`src/rtl/urb_pkg.sv`:
```
// What this block does
// baud doubling bit doubles the serial rate in modes 1, 2 and 3 only
// framing error select picks whether serial control bit 7 is mode bit 0 or flag
// framing error flag sets on every frame error, whatever the select bit
// four repeat enables each route the selected receive input to their transmit output
// two-bit channel select picks one of four receive candidate pins
// software writes zero to repeater control bits 3 and 2
// software always writes zero to the serial test mode bit
// transmit interrupt block bit removes transmit done from serial interrupt sources
// mode 0 bit clock is system clock over 12, or over 2 when selected
// extra rate selector enables the additional X2/X4 multiplication
// timer 1 internal clock is system clock over 12, or undivided when selected
// transmit sharing enable lets transmit done raise the system flag interrupt
// repeater works only in serial modes 1, 2 and 3, never in mode 0
// selected receive input feeds the engine and every enabled transmit output together
// receiver sets framing error on a bad stop bit; only software clears it
// non-repeating outputs carry normal transmit function; repeat delay is small and fixed
package urb_pkg;

  // ----------------------------------------------------------------
  // register indices (byte address is four times the index)
  // ----------------------------------------------------------------
  localparam logic [9:0] IDX_PWR_BAUD   = 10'h087;
  localparam logic [9:0] IDX_SYSFLAG_IE = 10'h08e;
  localparam logic [9:0] IDX_REPEATER   = 10'h0a2;
  localparam logic [9:0] IDX_BAUD_AUX   = 10'h0a3;
  localparam logic [9:0] IDX_SERIAL_CTL = 10'h098;
  localparam logic [9:0] IDX_IRQ_STATUS = 10'h0c0;
  localparam logic [9:0] IDX_IRQ_MASK   = 10'h0c1;

  // ----------------------------------------------------------------
  // reset values
  // ----------------------------------------------------------------
  localparam logic [7:0] RST_PWR_BAUD   = 8'h00;
  localparam logic [7:0] RST_SYSFLAG_IE = 8'h00;
  localparam logic [7:0] RST_REPEATER   = 8'h00;
  localparam logic [7:0] RST_BAUD_AUX   = 8'h00;
  localparam logic [1:0] RST_SERIAL_CTL = 2'h0;
  localparam logic [1:0] RST_IRQ        = 2'h0;

  // ----------------------------------------------------------------
  // field positions
  // ----------------------------------------------------------------
  localparam int BAUD_DOUBLE_EN_BIT   = 7;
  localparam int FRAME_ERR_SEL_BIT    = 6;
  localparam int TX_SHARE_SYSFLAG_BIT = 7;
  localparam logic [7:0] SYSFLAG_RW_MASK = 8'h8b;
  localparam int REPEAT_EN_LSB        = 4;
  localparam int RX_CHANNEL_LSB       = 0;
  localparam logic [7:0] REPEATER_RW_MASK = 8'hf3;
  localparam int SERIAL_TEST_MODE_BIT = 7;
  localparam int TX_IRQ_BLOCK_BIT     = 6;
  localparam int MODE0_RATE_SEL_BIT   = 5;
  localparam int EXTRA_RATE_SEL_BIT   = 4;
  localparam int TIMER1_CLK_SEL_BIT   = 3;
  localparam int SCTL_MODE_BIT0       = 7;
  localparam int SCTL_MODE_BIT1       = 6;
  localparam int IRQ_FRAME_ERR_BIT    = 0;
  localparam int IRQ_TX_DONE_BIT      = 1;

  // ----------------------------------------------------------------
  // clock dividers
  // ----------------------------------------------------------------
  localparam logic [3:0] DIV_SLOW = 4'hc;
  localparam logic [3:0] DIV_M0_FAST = 4'h2;
  localparam logic [3:0] DIV_NONE = 4'h1;

  // ----------------------------------------------------------------
  // bus responses
  // ----------------------------------------------------------------
  localparam logic [1:0] RESP_OKAY   = 2'h0;
  localparam logic [1:0] RESP_SLVERR = 2'h2;

endpackage

```
`src/rtl/urb_prescaler.sv`:
```
`timescale 1ns/1ps
// one-cycle tick every div_ratio clocks of core_clk
module urb_prescaler (
  input  wire logic       core_clk,
  input  wire logic       arst_n,
  input  wire logic [3:0] div_ratio,
  output logic            tick
);

  logic [3:0] count;

  // ----------------------------------------------------------------
  // down counter, reload on terminal count
  // ----------------------------------------------------------------
  // a ratio change takes effect at the next reload, so no short tick
  always_ff @(posedge core_clk or negedge arst_n) begin
    if (!arst_n) begin
      count <= 4'h0;
      tick  <= 1'b0;
    end else if (count == 4'h0) begin
      count <= div_ratio - 4'h1;
      tick  <= 1'b1;
    end else begin
      count <= count - 4'h1;
      tick  <= 1'b0;
    end
  end

endmodule

```
`src/rtl/urb_top.sv`:
```
// Decided for this implementation: register access over AXI4-Lite.
`timescale 1ns/1ps
module urb_top #(
  parameter int N_CH = 4
) (
  input  wire logic            core_clk,
  input  wire logic            arst_n,
  // axi4-lite slave
  input  wire logic [11:0]     s_axi_awaddr,
  input  wire logic            s_axi_awvalid,
  output logic                 s_axi_awready,
  input  wire logic [31:0]     s_axi_wdata,
  input  wire logic [3:0]      s_axi_wstrb,
  input  wire logic            s_axi_wvalid,
  output logic                 s_axi_wready,
  output logic [1:0]           s_axi_bresp,
  output logic                 s_axi_bvalid,
  input  wire logic            s_axi_bready,
  input  wire logic [11:0]     s_axi_araddr,
  input  wire logic            s_axi_arvalid,
  output logic                 s_axi_arready,
  output logic [31:0]          s_axi_rdata,
  output logic [1:0]           s_axi_rresp,
  output logic                 s_axi_rvalid,
  input  wire logic            s_axi_rready,
  // serial pins and engine
  input  wire logic [N_CH-1:0] rx_pin,
  input  wire logic [N_CH-1:0] tx_func,
  output logic [N_CH-1:0]      tx_pin,
  output logic                 rx_to_engine,
  input  wire logic            frame_err_evt,
  input  wire logic            tx_done_flag,
  output logic [1:0]           serial_mode,
  output logic                 baud_double,
  output logic                 extra_rate,
  output logic                 serial_test_mode,
  output logic                 mode0_tick,
  output logic                 timer1_tick,
  output logic                 serial_tx_irq,
  output logic                 sysflag_tx_irq,
  output logic                 irq
);

  logic [7:0]      power_and_baud_control;
  logic [7:0]      system_flag_irq_enable;
  logic [7:0]      serial_repeater_control;
  logic [7:0]      serial_baud_aux_control;
  logic            serial_mode_bit0;
  logic            serial_mode_bit1;
  logic            framing_error_flag;
  logic [1:0]      irq_status;
  logic [1:0]      irq_mask;
  logic [11:0]     wr_addr;
  logic [7:0]      wr_byte;
  logic            wr_be;
  logic            wr_fire;
  logic [9:0]      wr_idx;
  logic [31:0]     next_rdata;
  logic            next_rhit;
  logic [N_CH-1:0] rx_meta;
  logic [N_CH-1:0] rx_sync;
  logic            sel_rx;
  logic            repeat_mode;
  logic            tx_done_d;
  logic            m0_raw;
  logic            t1_raw;

  // ----------------------------------------------------------------
  // axi4-lite write channel
  // ----------------------------------------------------------------
  // address and data are taken in either order, the write fires when both are held
  assign wr_fire = !s_axi_awready && !s_axi_wready && !s_axi_bvalid;
  assign wr_idx  = wr_addr[11:2];

  always_ff @(posedge core_clk or negedge arst_n) begin
    if (!arst_n) begin
      s_axi_awready <= 1'b1;
      s_axi_wready  <= 1'b1;
      s_axi_bvalid  <= 1'b0;
      s_axi_bresp   <= urb_pkg::RESP_OKAY;
      wr_addr       <= 12'h000;
      wr_byte       <= 8'h00;
      wr_be         <= 1'b0;
    end else begin
      if (s_axi_awready && s_axi_awvalid) begin
        s_axi_awready <= 1'b0;
        wr_addr       <= s_axi_awaddr;
      end
      if (s_axi_wready && s_axi_wvalid) begin
        s_axi_wready <= 1'b0;
        wr_byte      <= s_axi_wdata[7:0];
        wr_be        <= s_axi_wstrb[0];
      end
      if (wr_fire) begin
        s_axi_bvalid <= 1'b1;
        if (wr_idx == urb_pkg::IDX_PWR_BAUD || wr_idx == urb_pkg::IDX_SYSFLAG_IE ||
            wr_idx == urb_pkg::IDX_REPEATER || wr_idx == urb_pkg::IDX_BAUD_AUX ||
            wr_idx == urb_pkg::IDX_SERIAL_CTL || wr_idx == urb_pkg::IDX_IRQ_STATUS ||
            wr_idx == urb_pkg::IDX_IRQ_MASK) begin
          s_axi_bresp <= urb_pkg::RESP_OKAY;
        end else begin
          s_axi_bresp <= urb_pkg::RESP_SLVERR;
        end
      end else if (s_axi_bvalid && s_axi_bready) begin
        s_axi_bvalid  <= 1'b0;
        s_axi_awready <= 1'b1;
        s_axi_wready  <= 1'b1;
      end
    end
  end

  // ----------------------------------------------------------------
  // configuration registers
  // ----------------------------------------------------------------
  // reserved repeater bits 3..2 and flag-enable bits 6..4 and 2 are not stored
  always_ff @(posedge core_clk or negedge arst_n) begin
    if (!arst_n) begin
      power_and_baud_control  <= urb_pkg::RST_PWR_BAUD;
      system_flag_irq_enable  <= urb_pkg::RST_SYSFLAG_IE;
      serial_repeater_control <= urb_pkg::RST_REPEATER;
      serial_baud_aux_control <= urb_pkg::RST_BAUD_AUX;
      irq_mask                <= urb_pkg::RST_IRQ;
    end else if (wr_fire && wr_be) begin
      if (wr_idx == urb_pkg::IDX_PWR_BAUD) begin
        power_and_baud_control <= wr_byte;
      end else if (wr_idx == urb_pkg::IDX_SYSFLAG_IE) begin
        system_flag_irq_enable <= wr_byte & urb_pkg::SYSFLAG_RW_MASK;
      end else if (wr_idx == urb_pkg::IDX_REPEATER) begin
        serial_repeater_control <= wr_byte & urb_pkg::REPEATER_RW_MASK;
      end else if (wr_idx == urb_pkg::IDX_BAUD_AUX) begin
        serial_baud_aux_control <= wr_byte;
      end else if (wr_idx == urb_pkg::IDX_IRQ_MASK) begin
        irq_mask <= wr_byte[1:0];
      end
    end
  end

  // ----------------------------------------------------------------
  // serial control: bit 7 is mode bit 0 or the framing error flag
  // ----------------------------------------------------------------
  always_ff @(posedge core_clk or negedge arst_n) begin
    if (!arst_n) begin
      serial_mode_bit0 <= urb_pkg::RST_SERIAL_CTL[0];
      serial_mode_bit1 <= urb_pkg::RST_SERIAL_CTL[1];
    end else if (wr_fire && wr_be && wr_idx == urb_pkg::IDX_SERIAL_CTL) begin
      serial_mode_bit1 <= wr_byte[urb_pkg::SCTL_MODE_BIT1];
      if (!power_and_baud_control[urb_pkg::FRAME_ERR_SEL_BIT]) begin
        serial_mode_bit0 <= wr_byte[urb_pkg::SCTL_MODE_BIT0];
      end
    end
  end

  // flag is set on any frame error, set wins over a software write
  always_ff @(posedge core_clk or negedge arst_n) begin
    if (!arst_n) begin
      framing_error_flag <= 1'b0;
    end else if (frame_err_evt) begin
      framing_error_flag <= 1'b1;
    end else if (wr_fire && wr_be && wr_idx == urb_pkg::IDX_SERIAL_CTL &&
                 power_and_baud_control[urb_pkg::FRAME_ERR_SEL_BIT]) begin
      framing_error_flag <= wr_byte[urb_pkg::SCTL_MODE_BIT0];
    end
  end

  // ----------------------------------------------------------------
  // read decode
  // ----------------------------------------------------------------
  always_comb begin
    next_rdata = 32'h0000_0000;
    next_rhit  = 1'b1;
    if (s_axi_araddr[11:2] == urb_pkg::IDX_PWR_BAUD) begin
      next_rdata[7:0] = power_and_baud_control;
    end else if (s_axi_araddr[11:2] == urb_pkg::IDX_SYSFLAG_IE) begin
      next_rdata[7:0] = system_flag_irq_enable;
    end else if (s_axi_araddr[11:2] == urb_pkg::IDX_REPEATER) begin
      next_rdata[7:0] = serial_repeater_control;
    end else if (s_axi_araddr[11:2] == urb_pkg::IDX_BAUD_AUX) begin
      next_rdata[7:0] = serial_baud_aux_control;
    end else if (s_axi_araddr[11:2] == urb_pkg::IDX_SERIAL_CTL) begin
      next_rdata[urb_pkg::SCTL_MODE_BIT0] = power_and_baud_control[urb_pkg::FRAME_ERR_SEL_BIT] ?
                                            framing_error_flag : serial_mode_bit0;
      next_rdata[urb_pkg::SCTL_MODE_BIT1] = serial_mode_bit1;
    end else if (s_axi_araddr[11:2] == urb_pkg::IDX_IRQ_STATUS) begin
      next_rdata[1:0] = irq_status;
    end else if (s_axi_araddr[11:2] == urb_pkg::IDX_IRQ_MASK) begin
      next_rdata[1:0] = irq_mask;
    end else begin
      next_rhit = 1'b0;
    end
  end

  // ----------------------------------------------------------------
  // axi4-lite read channel
  // ----------------------------------------------------------------
  always_ff @(posedge core_clk or negedge arst_n) begin
    if (!arst_n) begin
      s_axi_arready <= 1'b1;
      s_axi_rvalid  <= 1'b0;
      s_axi_rdata   <= 32'h0000_0000;
      s_axi_rresp   <= urb_pkg::RESP_OKAY;
    end else if (s_axi_arready && s_axi_arvalid) begin
      s_axi_arready <= 1'b0;
      s_axi_rvalid  <= 1'b1;
      s_axi_rdata   <= next_rdata;
      s_axi_rresp   <= next_rhit ? urb_pkg::RESP_OKAY : urb_pkg::RESP_SLVERR;
    end else if (s_axi_rvalid && s_axi_rready) begin
      s_axi_rvalid  <= 1'b0;
      s_axi_arready <= 1'b1;
    end
  end

  // ----------------------------------------------------------------
  // interrupt status and line
  // ----------------------------------------------------------------
  // write one to clear, a same-cycle event keeps the bit set
  always_ff @(posedge core_clk or negedge arst_n) begin
    if (!arst_n) begin
      irq_status <= urb_pkg::RST_IRQ;
      tx_done_d  <= 1'b0;
      irq        <= 1'b0;
    end else begin
      tx_done_d <= tx_done_flag;
      irq       <= |(irq_status & irq_mask);
      for (int i = 0; i < 2; i++) begin
        if ((i == urb_pkg::IRQ_FRAME_ERR_BIT && frame_err_evt) ||
            (i == urb_pkg::IRQ_TX_DONE_BIT && tx_done_flag && !tx_done_d)) begin
          irq_status[i] <= 1'b1;
        end else if (wr_fire && wr_be && wr_idx == urb_pkg::IDX_IRQ_STATUS && wr_byte[i]) begin
          irq_status[i] <= 1'b0;
        end
      end
    end
  end

  // transmit done routing to serial and system flag interrupts
  always_ff @(posedge core_clk or negedge arst_n) begin
    if (!arst_n) begin
      serial_tx_irq  <= 1'b0;
      sysflag_tx_irq <= 1'b0;
    end else begin
      serial_tx_irq  <= tx_done_flag && !serial_baud_aux_control[urb_pkg::TX_IRQ_BLOCK_BIT];
      sysflag_tx_irq <= tx_done_flag && system_flag_irq_enable[urb_pkg::TX_SHARE_SYSFLAG_BIT];
    end
  end

  // ----------------------------------------------------------------
  // baud configuration outputs
  // ----------------------------------------------------------------
  assign repeat_mode = serial_mode_bit0 || serial_mode_bit1;

  always_ff @(posedge core_clk or negedge arst_n) begin
    if (!arst_n) begin
      serial_mode      <= 2'h0;
      baud_double      <= 1'b0;
      extra_rate       <= 1'b0;
      serial_test_mode <= 1'b0;
      mode0_tick       <= 1'b0;
      timer1_tick      <= 1'b0;
    end else begin
      serial_mode      <= {serial_mode_bit0, serial_mode_bit1};
      baud_double      <= power_and_baud_control[urb_pkg::BAUD_DOUBLE_EN_BIT] && repeat_mode;
      extra_rate       <= serial_baud_aux_control[urb_pkg::EXTRA_RATE_SEL_BIT];
      serial_test_mode <= serial_baud_aux_control[urb_pkg::SERIAL_TEST_MODE_BIT];
      mode0_tick       <= m0_raw;
      timer1_tick      <= t1_raw;
    end
  end

  // mode 0 shift clock and timer 1 input clock dividers
  urb_prescaler u_mode0_div (
    .core_clk  (core_clk),
    .arst_n    (arst_n),
    .div_ratio (serial_baud_aux_control[urb_pkg::MODE0_RATE_SEL_BIT] ?
                urb_pkg::DIV_M0_FAST : urb_pkg::DIV_SLOW),
    .tick      (m0_raw)
  );

  urb_prescaler u_timer1_div (
    .core_clk  (core_clk),
    .arst_n    (arst_n),
    .div_ratio (serial_baud_aux_control[urb_pkg::TIMER1_CLK_SEL_BIT] ?
                urb_pkg::DIV_NONE : urb_pkg::DIV_SLOW),
    .tick      (t1_raw)
  );

  // ----------------------------------------------------------------
  // receive selection and repeater
  // ----------------------------------------------------------------
  always_ff @(posedge core_clk or negedge arst_n) begin
    if (!arst_n) begin
      rx_meta <= '1;
      rx_sync <= '1;
    end else begin
      rx_meta <= rx_pin;
      rx_sync <= rx_meta;
    end
  end

  assign sel_rx = rx_sync[serial_repeater_control[urb_pkg::RX_CHANNEL_LSB +: 2]];

  always_ff @(posedge core_clk or negedge arst_n) begin
    if (!arst_n) begin
      rx_to_engine <= 1'b1;
    end else begin
      rx_to_engine <= sel_rx;
    end
  end

  // each output repeats the selected input or carries its own function
  for (genvar g = 0; g < N_CH; g++) begin : g_rep
    always_ff @(posedge core_clk or negedge arst_n) begin
      if (!arst_n) begin
        tx_pin[g] <= 1'b1;
      end else if (serial_repeater_control[urb_pkg::REPEAT_EN_LSB + g] && repeat_mode) begin
        tx_pin[g] <= sel_rx;
      end else begin
        tx_pin[g] <= tx_func[g];
      end
    end

    a_repeat_route: assert property (@(posedge core_clk) disable iff (!arst_n)
      serial_repeater_control[urb_pkg::REPEAT_EN_LSB + g] && repeat_mode |=> tx_pin[g] == $past(sel_rx))
      else $error("repeated output does not follow selected input");
    a_mode0_norepeat: assert property (@(posedge core_clk) disable iff (!arst_n)
      !repeat_mode |=> tx_pin[g] == $past(tx_func[g]))
      else $error("mode 0 output not on its own function");
  end

  // ----------------------------------------------------------------
  // assertions
  // ----------------------------------------------------------------
  logic [3:0] m0_gap;
  logic       m0_seen;

  // cycles since the last mode 0 tick; the gap is only meaningful once a tick has been seen
  always_ff @(posedge core_clk or negedge arst_n) begin
    if (!arst_n) begin
      m0_gap  <= 4'h0;
      m0_seen <= 1'b0;
    end else begin
      m0_gap  <= mode0_tick ? 4'h1 : m0_gap + 4'h1;
      m0_seen <= m0_seen || mode0_tick;
    end
  end

  a_fe_sets: assert property (@(posedge core_clk) disable iff (!arst_n)
    frame_err_evt |=> framing_error_flag)
    else $error("framing error flag not set by frame error");
  a_fe_sticky: assert property (@(posedge core_clk) disable iff (!arst_n)
    framing_error_flag && !wr_fire |=> framing_error_flag)
    else $error("framing error flag dropped without software");
  a_rx_select: assert property (@(posedge core_clk) disable iff (!arst_n)
    ##1 rx_to_engine == rx_sync[$past(serial_repeater_control[1:0])] || $changed(rx_sync))
    else $error("engine input not from selected channel");
  a_tx_block: assert property (@(posedge core_clk) disable iff (!arst_n)
    serial_baud_aux_control[urb_pkg::TX_IRQ_BLOCK_BIT] |=> !serial_tx_irq)
    else $error("blocked transmit done reached serial interrupt");
  a_tx_share: assert property (@(posedge core_clk) disable iff (!arst_n)
    tx_done_flag && system_flag_irq_enable[urb_pkg::TX_SHARE_SYSFLAG_BIT] |=> sysflag_tx_irq)
    else $error("shared transmit done missing on system flag interrupt");
  a_baud_double: assert property (@(posedge core_clk) disable iff (!arst_n)
    baud_double |-> $past(repeat_mode) && $past(power_and_baud_control[7]))
    else $error("baud doubling outside modes 1 to 3");
  a_extra_rate: assert property (@(posedge core_clk) disable iff (!arst_n)
    ##1 extra_rate == $past(serial_baud_aux_control[urb_pkg::EXTRA_RATE_SEL_BIT]))
    else $error("extra rate output wrong");
  a_mode0_slow: assert property (@(posedge core_clk) disable iff (!arst_n)
    mode0_tick && m0_seen && !serial_baud_aux_control[5] && !$past(serial_baud_aux_control[5], 13)
    |-> m0_gap == 4'hc)
    else $error("mode 0 clock not divided by 12");
  a_timer1_fast: assert property (@(posedge core_clk) disable iff (!arst_n)
    serial_baud_aux_control[3] && $past(serial_baud_aux_control[3], 14) |-> timer1_tick)
    else $error("timer 1 not on undivided clock");
  a_irq_level: assert property (@(posedge core_clk) disable iff (!arst_n)
    ##1 irq == |($past(irq_status) & $past(irq_mask)))
    else $error("interrupt line does not follow status and mask");

  c_repeat_all: cover property (@(posedge core_clk) disable iff (!arst_n)
    repeat_mode && serial_repeater_control[7:4] == 4'hf);
  c_fe_view: cover property (@(posedge core_clk) disable iff (!arst_n)
    framing_error_flag && power_and_baud_control[urb_pkg::FRAME_ERR_SEL_BIT] && s_axi_rvalid);
  c_irq: cover property (@(posedge core_clk) disable iff (!arst_n) irq);

endmodule
```
`config.mk`:
```
export PLATFORM = sky130hd
export DESIGN_NAME = urb_top
export DESIGN_NICKNAME = d
export VERILOG_FILES = /design/src/rtl/urb_pkg.sv /design/src/rtl/urb_prescaler.sv /design/src/rtl/urb_top.sv
export SDC_FILE = /design/constraint.sdc
export NUM_CORES = 1
export LEC_CHECK = 0
export ABC_AREA = 1
export BUFFER_PORTS_ARGS = -buffer_cell sky130_fd_sc_hd__buf_2
export CAP_MARGIN = 15
export CELL_PAD_IN_SITES_DETAIL_PLACEMENT = 1
export CELL_PAD_IN_SITES_GLOBAL_PLACEMENT = 2
export CORE_ASPECT_RATIO = 0.75
export CORE_MARGIN = 1.5
export CORE_UTILIZATION = 25
export CTS_CLUSTER_DIAMETER = 150
export DETAILED_ROUTE_END_ITERATION = 7
export PLACE_DENSITY = 0.77
export SETUP_SLACK_MARGIN = 0.3
export SYNTH_ARGS = -nofsm -noshare
export SYNTH_HDL_FRONTEND = slang
export SYNTH_SLANG_ARGS = --single-unit
```
`constraint.sdc`:
```
create_clock -name core_clk -period 2.95 [get_ports core_clk]
set_clock_uncertainty 0.15 [all_clocks]
set_input_delay 0.1475 -clock core_clk [delete_from_list [all_inputs] [get_ports core_clk]]
set_output_delay 0.1475 -clock core_clk [all_outputs]
set_load 0.05 [all_outputs]
```
==> run metrics, run 1 <==
Die Area=19600 µm²; kind of critical path=flip-flop to flip-flop; Skew-Pair Late Insertion Delay=0.36 ns; slowest cell on the critical path=nand3_1; f_max=512.4 MHz; CTS tree=yes; vias after detailed routing=3718; share of post-route cells with drive strength above 1=0.2764; area leader, netlist=dfrtp_1; VDD IR-drop max=~0.00041 V; Clk pin slew, worst setup/hold paths=0.08 ns; deepest clock path buffer count=2; Clock Sinks=101; # Max-Cap Violations=0; Routed WL=around 12000 µm; Cell variety after synth=38; R2R depth=8; WL/cell=14.26 µm; YS warnings=0; ANT nets after route=0; detailed placement HPWL=9432 µm; worst hold margin=0.1293 ns; n_diodes=0; global-route wire length before repair=just over 20000 µm; die height=between 100 and 150 µm; most frequent cell after synthesis=dfrtp_1; Hold Path Class=primary input to flip-flop; Final Setup Violations=0; dpl cells=821; Startpoint Class=flip-flop; Core Footprint=18450 µm²; Worst slew margin=0.5184; final slew viol count=0; Nets=700; CTS Root Cell=clkbuf_16; Primary FF master, synth=dfrtp_1; pwr dens=750.6 nW/µm²; synthesized area per cell=9.307 µm²; setup TNS=0 ns; num ports=133; Critical Path Fanout Max=12; Tcrit/Tclk final=0.6615; register bit total from synthesis=101; Mapped Cells=504; Slew @ Worst Pin=0.7224 ns; FP Rows=43; via count of the first global-routing pass=3888; RSZ-0062 raised after global routing=no; largest net degree at the start of global routing=56; crit path cell chain=inv_2 > nand2_2 > inv_1 > nand3_2 > nor3_1 > nand3_1 > nand2_1 > o21ai_2; Post-Layout Cell Count=a little under 900; Reg-to-Reg Start=wr_addr[8]; final instance area=approximately 5900 µm²; Critical Path RT=slightly above 3 ns; GR Overflow Total=0; Critical R2R Capture=serial_repeater_control[1]; placed instance area=5249 µm²; RD Place Congestion=0.7920; First-pass DRT Iterations=4; final hold vios=0; critical path startpoint=wr_addr[8]; Crit path largest cell delay=0.44 ns; drt drc=0; Worst EP arrival=around 2 ns; postcts setup bufs=0; P_leak=approximately 2.8 nW; reg2reg setup slack=1.0 ns; status=finished, final reports clean; top-area cell type share of the netlist area=0.4535; Initial Util=0.2542; synthesis-to-layout area growth=25.74%; Die W=161.2 µm; first-iteration detailed-routing DRC count=170; initial antenna violation count=0; Hold Startpoint=s_axi_araddr[5]; CP Capture Point=serial_repeater_control[1]; post-synthesis sequential area ratio=0.5431; H-tree levels=3; area of the mapped netlist=approximately 4700 µm²; Vias/cell=4.259; Post-synth EDFFs=0; total global-route track usage=0.1358; Num CTS Buffers=9; Area contributors post-synth=dfrtp_1 45%, dfstp_2 9.0%, nand2_1 6.2%; port bufs=75; most frequent cells after synthesis=85 x dfrtp_1, 78 x nand2_1, 61 x nor2_1; Critical Path Sink Type=flip-flop; Post-synth ARST share=1.000; minimum clock period=1.952 ns
-- layout by cell type (no fill, tap or decap), drive strengths merged --
cell	netlist	layout
buf	30	77
nor2	69	69
dfstp	16	16
clkinvlp	0	1
nand3	31	31
nor3	13	13
o211ai	1	1
xnor2	1	1
xor2	1	1
o21a	1	1
clkbuf	2	9
nor4	4	4
a22o	1	1
a21oi	27	27
a31oi	4	4
mux2	4	4
inv	66	71
clkinv	2	3
ha	2	2
o21ai	47	47
conb	1	26
nand4	9	9
dlygate4sd3	0	36
nand2	86	86
a31o	1	1
dfrtp	85	85
-- cell type report --
type | instances | area [µm²]
fillers | 2179 | 12560
flip-flops and latches | 101 | 2547
multi-input cells | 328 | 1744
repair buffers | 113 | 753.2
well taps | 247 | 309.0
inverters | 68 | 255.2
clock buffers | 9 | 225.2
clock inverters | 7 | 63.81
-- critical path, delay by kind of cell, from the launching register on --
kind                   cells  cell delay [ns]
AO/OA/AOI/OAI              1             0.07
buffers and inverters      2             0.17
flip-flops                 1             0.39
AND/OR/NAND/NOR            5             1.03
-- cells by family after synthesis --
kind of cell             after synthesis  share of synthesized area
AND/OR/NAND/NOR                      212                     0.2235
flip-flops                           101                     0.5431
buffers and inverters                100                     0.1051
AO/OA/AOI/OAI                         82                     0.1088
multiplexers                           4                   0.009602
adder cells (fa/ha/maj)                2                   0.005334
XOR/XNOR                               2                   0.003735
other                                  1                  0.0007994
-- stage by stage --
stage | setup WS, ns | util | power (mW)
2_1_floorplan | 1.251 | - | 2.864
3_3_place_gp | 1.086 | 0.2844 | 3.176
3_5_place_dp | 1.022 | 0.2844 | 3.232
4_1_cts | 1.004 | 0.3196 | 4.486
5_1_grt | 0.8117 | 0.3196 | 4.686
6_report | 0.9984 | 0.3196 | 4.427
-- worst min path at each step --
| stage | to | slack [ns] | cells after the start |
|---|---|---|---|
| 3_3_place_gp | irq | 0.09 | 1 |
| 5_1_grt | s_axi_rdata[2] | 0.15 | 4 |
| 3_5_place_dp | irq | 0.1 | 1 |
| 6_report | s_axi_rdata[2] | 0.13 | 4 |
| 2_1_floorplan | baud_double | -0.30 | 0 |
| 4_1_cts | s_axi_rdata[2] | 0.11 | 4 |
-- where the power goes --
part	internal (mW)	leakage (nW)	switching (mW)	total (mW)
registers	1.68	1.23	0.204	1.89
clock network	0.595	0.142	0.589	1.18
logic	0.341	1.43	1.01	1.36
-- registers in the layout, indices dropped and copies added (netlist names), 2 cells and up --
register,count
irq_mask,2
irq_status,2
power_and_baud_control,8
rx_meta,4
rx_sync,4
s_axi_rdata,8
serial_baud_aux_control,8
serial_mode,2
serial_repeater_control,6
system_flag_irq_enable,4
tx_pin,4
u_mode0_div.count,4
u_timer1_div.count,4
wr_addr,10
wr_byte,8
-- timing repair --
item,4_1_cts,5_1_grt
endpoints found under the hold margin,86,0
hold buffers,36,0
resized for setup,0,0
-- routing by layer --
metal  part of all wire  GRT usage  vias up
li1                   -          -     1819
met1               0.51     0.1910     1802
met2               0.43     0.2077       85
met3              0.050    0.03405       12
met4              0.011    0.03646        0
met5                  0          0        -
Note: power is estimated with default switching activity, not from simulation.
==> run 2, diff against run 1 <==
==> constraint.sdc (replaced) <==
create_clock -name core_clk -period 1.8 [get_ports core_clk]
set_clock_uncertainty 0.15 [all_clocks]
set_input_delay 0.09 -clock core_clk [delete_from_list [all_inputs] [get_ports core_clk]]
set_output_delay 0.09 -clock core_clk [all_outputs]
set_load 0.05 [all_outputs]
==> run metrics, run 2 (synthesis gave the netlist of run 1 again) <==
Final Power=7.945 mW (+79%); worst hold margin=0.05408 ns (-0.07522 ns); R2R depth=7 (-1); largest net degree at the start of global routing=50 (-11%); most flop-heavy register=wr_addr; vias after detailed routing=3875 (+4.2%); detailed placement HPWL=9645 µm (+2.3%); First-pass DRT Iterations=4 (unchanged); n_diodes=0 (unchanged); Tcrit/Tclk final=0.9484 (+0.2868); kind of critical path=flip-flop to flip-flop; Skew-Pair Late Insertion Delay=0.36 ns (about the same); FP Rows=43 (unchanged); P_leak=3.010 nW (+7.6%); Core Footprint=18450 µm² (unchanged); RD Place Congestion=0.7825 (-1.2%); Num CTS Buffers=9 (unchanged); Vias/cell=4.301 (+0.98%); num ports=133 (unchanged); ANT nets after route=0 (unchanged); Reg-to-Reg Start=wr_addr[6]; die height=121.6 µm (unchanged); Initial Util=0.2542 (unchanged); RSZ-0062 raised after global routing=yes; H-tree levels=3 (unchanged); Clk pin slew, worst setup/hold paths=0.08 ns (about the same); Largest register FFs=10 (unchanged); global-route wire length before repair=21670 µm (+6.6%); Final Setup Violations=0 (unchanged); # Max-Cap Violations=0 (unchanged); via count of the first global-routing pass=4084 (+5.0%); Die W=161.2 µm (unchanged); Startpoint Class=flip-flop; pwr dens=1231 nW/µm² (+64%); port bufs=75 (unchanged); VDD IR-drop max=0.0006634 V (+60%); Clock Sinks=101 (unchanged); WL/cell=14.83 µm (+4.0%); CTS Root Cell=clkbuf_16; synthesis-to-layout area growth=37.61%; setup TNS=0 ns (unchanged); Hold Path Class=primary input to async pin; total global-route track usage=0.1433 (+0.007494); drt drc=0 (unchanged); deepest clock path buffer count=2 (unchanged); Routed WL=13360 µm (+7.4%); Nets=728 (+4.0%); final core utilization=0.3498 (+0.03017); Worst EP arrival=1.80 ns (-0.23 ns); minimum clock period=1.707 ns (-0.2445 ns); f_max=585.8 MHz (+14%); GR Overflow Total=0 (unchanged); Critical Path Fanout Max=8 (-4); CTS tree=yes; final hold vios=0 (unchanged); status=finished, final reports clean; initial antenna violation count=0 (unchanged); reg2reg setup slack=0.09 ns (-0.91 ns); first-iteration detailed-routing DRC count=178 (+4.7%); most frequent cells in the layout=80 x dfrtp_1, 74 x buf_2, 67 x nand2_1, 56 x nor2_1, 50 x inv_1; Critical Path RT=1.89 ns (-1.14 ns); commonest non-fill, non-tap cell in the layout=dfrtp_1; Critical R2R Capture=power_and_baud_control[0]; final slew viol count=0 (unchanged); Critical Path Sink Type=flip-flop; Die Area=19600 µm² (unchanged); share of post-route cells with drive strength above 1=0.3807 (+0.1044)
-- run 2: cell types whose count changed in the layout (fill, tap and decap cells not counted), moves of 6 or more --
cell / change
inv_2: +7
inv_1: -8
buf_4: +18
buf_12: +6
o21ai_0: -7
o21ai_1: +6
nand2_1: -11
nand2_2: +8
-- run 2: timing repair --
action                     in CTS  in global routing
buffers inserted               16                  7
resized for setup              26                 33
hold endpoints to repair      128                  0
gates cloned                    0                  1
setup endpoints to repair      36                 43
pin swaps                      14                 22
hold buffers                   35                  0
-- run 2: final cells by class --
type                    count  area [µm²]
well taps                 247       309.0
flip-flops and latches    101        2554
inverters                  68       260.3
repair buffers            141        1069
clock buffers              10       239.0
fillers                  2118       12000
multi-input cells         328        1962
clock inverters             6       62.56
-- run 2: worst max path at each step --
stage | startpoint | to | slack, ns | depth (start not counted)
after global placement | wr_addr[7] | power_and_baud_control[0] | 0.14 | 4
after CTS | wr_addr[8] | power_and_baud_control[0] | 0.18 | 8
after global routing | wr_addr[8] | serial_repeater_control[1] | 0.05 | 9
final | wr_addr[6] | power_and_baud_control[0] | 0.09 | 7
after detailed placement | wr_addr[8] | serial_baud_aux_control[1] | 0.03 | 8
after floorplan | s_axi_bvalid | power_and_baud_control[6] | 0.20 | 7
-- run 2: critical path, cell delays in order, from the launching register on --
cell and delay (ns):
dfrtp_2 0.44, buf_4 0.15, nor4_4 0.25, buf_4 0.19, nand3_4 0.10, buf_12 0.16
nand2_1 0.08, o21ai_2 0.05
-- run 2: metrics by stage --
stage	std cells	instance area (µm²)	setup slack, ns
3_5_place_dp	826	5354	0.03124
5_1_grt	901	6455	0.05214
3_3_place_gp	826	5354	0.1435
4_1_cts	893	6264	0.1794
2_1_floorplan	529	4841	0.1982
6_report	901	6455	0.09291
-- run 2: metal layers --
layer  vias to the layer above  part of all wire  global-route usage  wire length (µm)
met5                         -                 0                   0                 0
met1                      1901              0.49              0.1969              6558
met3                        13             0.039             0.03813               525
met2                        90              0.46              0.2260              6116
li1                       1871                 -                   -                 -
met4                         0             0.012             0.03241               162
-- run 2: report_power, final --
part	switching, mW	total (mW)	internal [mW]
clock	0.972	1.99	1.02
combinational	1.93	2.82	0.892
sequential	0.366	3.14	2.77
total	3.27	7.95	4.68
==> run 3, diff against run 2 <==
--- a/config.mk
+++ b/config.mk
@@ -10,7 +10,7 @@
 export CAP_MARGIN = 15
 export CELL_PAD_IN_SITES_DETAIL_PLACEMENT = 1
 export CELL_PAD_IN_SITES_GLOBAL_PLACEMENT = 2
-export CORE_ASPECT_RATIO = 0.75
+export CORE_ASPECT_RATIO = 2
 export CORE_MARGIN = 1.5
 export CORE_UTILIZATION = 25
 export CTS_CLUSTER_DIAMETER = 150
==> run metrics, run 3 (synthesis gave the netlist of run 1 again) <==
Critical Path Fanout Max=5 (-3); drt drc=0 (unchanged); Hold Path Class=primary input to flip-flop; Final Power=7.836 mW (-1.4%); Clk pin slew, worst setup/hold paths=0.07 ns (about the same); global route hottest layer=met2; ANT nets after route=0 (unchanged); First-pass DRT Iterations=5 (+1); met1 GRT Util=0.1319 (-0.06500); detailed placement HPWL=10070 µm (+4.4%); Die W=99.86 µm (-38%); num ports=133 (unchanged); synthesis-to-layout area growth=37.40%; # Max-Cap Violations=0 (unchanged); total global-route track usage=0.1434 (about the same); P_leak=3.029 nW (+0.63%); Initial Util=0.2563 (+0.002068); final slew viol count=0 (unchanged); final instance area=6445 µm² (-0.16%); worst hold margin=0.07123 ns (+0.01715 ns); Nets=736 (+1.1%); vias after detailed routing=3931 (+1.4%); deepest clock path buffer count=2 (unchanged); initial antenna violation count=0 (unchanged); most frequent cells in the layout=81 x dfrtp_1, 74 x buf_2, 58 x nor2_1, 57 x nand2_1, 49 x inv_1; final hold vios=0 (unchanged); n_diodes=0 (unchanged); WL/cell=15.75 µm (+6.2%); most flop-heavy register=wr_addr; Vias/cell=4.482 (+4.2%); f_max=601.8 MHz (+2.7%); H-tree levels=3 (unchanged); Fill cells=2099 (-0.90%); Post-Layout Cell Count=877 (-2.7%); Core Footprint=18310 µm² (-0.81%); pwr dens=1216 nW/µm² (-1.2%); placed instance area=5315 µm² (-0.72%); Startpoint Class=flip-flop; CTS Root Cell=clkbuf_16; VDD IR-drop max=0.0005799 V (-13%); Skew-Pair Late Insertion Delay=0.35 ns (about the same); RSZ-0062 raised after global routing=yes; met2 global-route usage=0.2850 (+0.05893); Num CTS Buffers=9 (unchanged); minimum clock period=1.662 ns (-0.04536 ns); post-place setup slack=0.1157 ns (+0.08443 ns); Final Setup Violations=0 (unchanged); die height=196.7 µm (+62%); final core utilization=0.3521 (+0.002299); dpl cells=795 (-3.8%); commonest non-fill, non-tap cell in the layout=dfrtp_1; met3 usage=0.01596 (-0.02218); first-iteration detailed-routing DRC count=116 (-35%); CTS tree=yes; port bufs=75 (unchanged); Die Area=19640 µm² (+0.21%); Clock Sinks=101 (unchanged); setup TNS=0 ns (unchanged); FP Rows=70 (+63%); Critical Path Sink Type=flip-flop; Worst EP arrival=1.78 ns (-0.02 ns); kind of critical path=flip-flop to flip-flop; Largest register FFs=10 (unchanged); RD Place Congestion=0.8023 (+2.5%); largest net degree at the start of global routing=62 (+24%); Tcrit/Tclk final=0.9232 (-0.02520); GR Overflow Total=0 (unchanged); global-route wire length before repair=21290 µm (-1.8%); Critical Path RT=1.92 ns (+0.03 ns); via count of the first global-routing pass=4210 (+3.1%); Routed WL=13820 µm (+3.4%); share of post-route cells with drive strength above 1=0.3828 (+0.002019); status=finished, final reports clean; worst setup margin=0.1383 ns (+0.04536 ns)
## run 3: worst max-delay path, stage by stage, from the launching register on
cell,delay [ns]
dfrtp_2,0.46
buf_4,0.15
nor3_2,0.24
nand4_1,0.23
clkinv_2,0.13
nand2_1,0.07
a21oi_1,0.15
## run 3: timing repair
action,4_1_cts,5_1_grt
setup buffers,20,8
setup endpoints to repair,38,37
cloned,1,2
pin swaps,13,13
resized for setup,27,29
hold buffers,36,0
hold endpoints to repair,140,0
## run 3: area by class of cell
type                    count  area [µm²]  share of cell area
flip-flops and latches    101        2552              0.3960
clock buffers              10       229.0             0.03553
inverters                  68       262.8             0.04077
clock inverters             5       52.55            0.008154
repair buffers            148        1109              0.1720
multi-input cells         329        1969              0.3056
well taps                 216       270.3             0.04193
## run 3: path summary, 6_finish.rpt
kind | start | end | slack [ns] | depth (start not counted)
max | wr_addr[7] | serial_mode_bit0 | 0.14 | 6
min in group asynchronous | arst_n | s_axi_rdata[7] | 0.13 | 3
min reg2reg | u_timer1_div.tick | timer1_tick | 0.20 | 0
max reg2reg | wr_addr[7] | serial_mode_bit0 | 0.14 | 6
min | s_axi_araddr[5] | s_axi_rdata[2] | 0.07 | 4
max in group asynchronous | arst_n | serial_repeater_control[0] | 0.52 | 3
## run 3: where the power goes
group          switching (mW)  internal (mW)  total (mW)
registers               0.361           2.77        3.13
logic                    1.92          0.875        2.80
clock network           0.841           1.06        1.90
total                    3.13           4.71        7.84
## run 3: routing by layer
layer | up-vias | routed length (µm)
li1 | 1872 | -
met1 | 1945 | 4676
met2 | 87 | 8098
met3 | 27 | 353
met4 | 0 | 688
met5 | - | 0
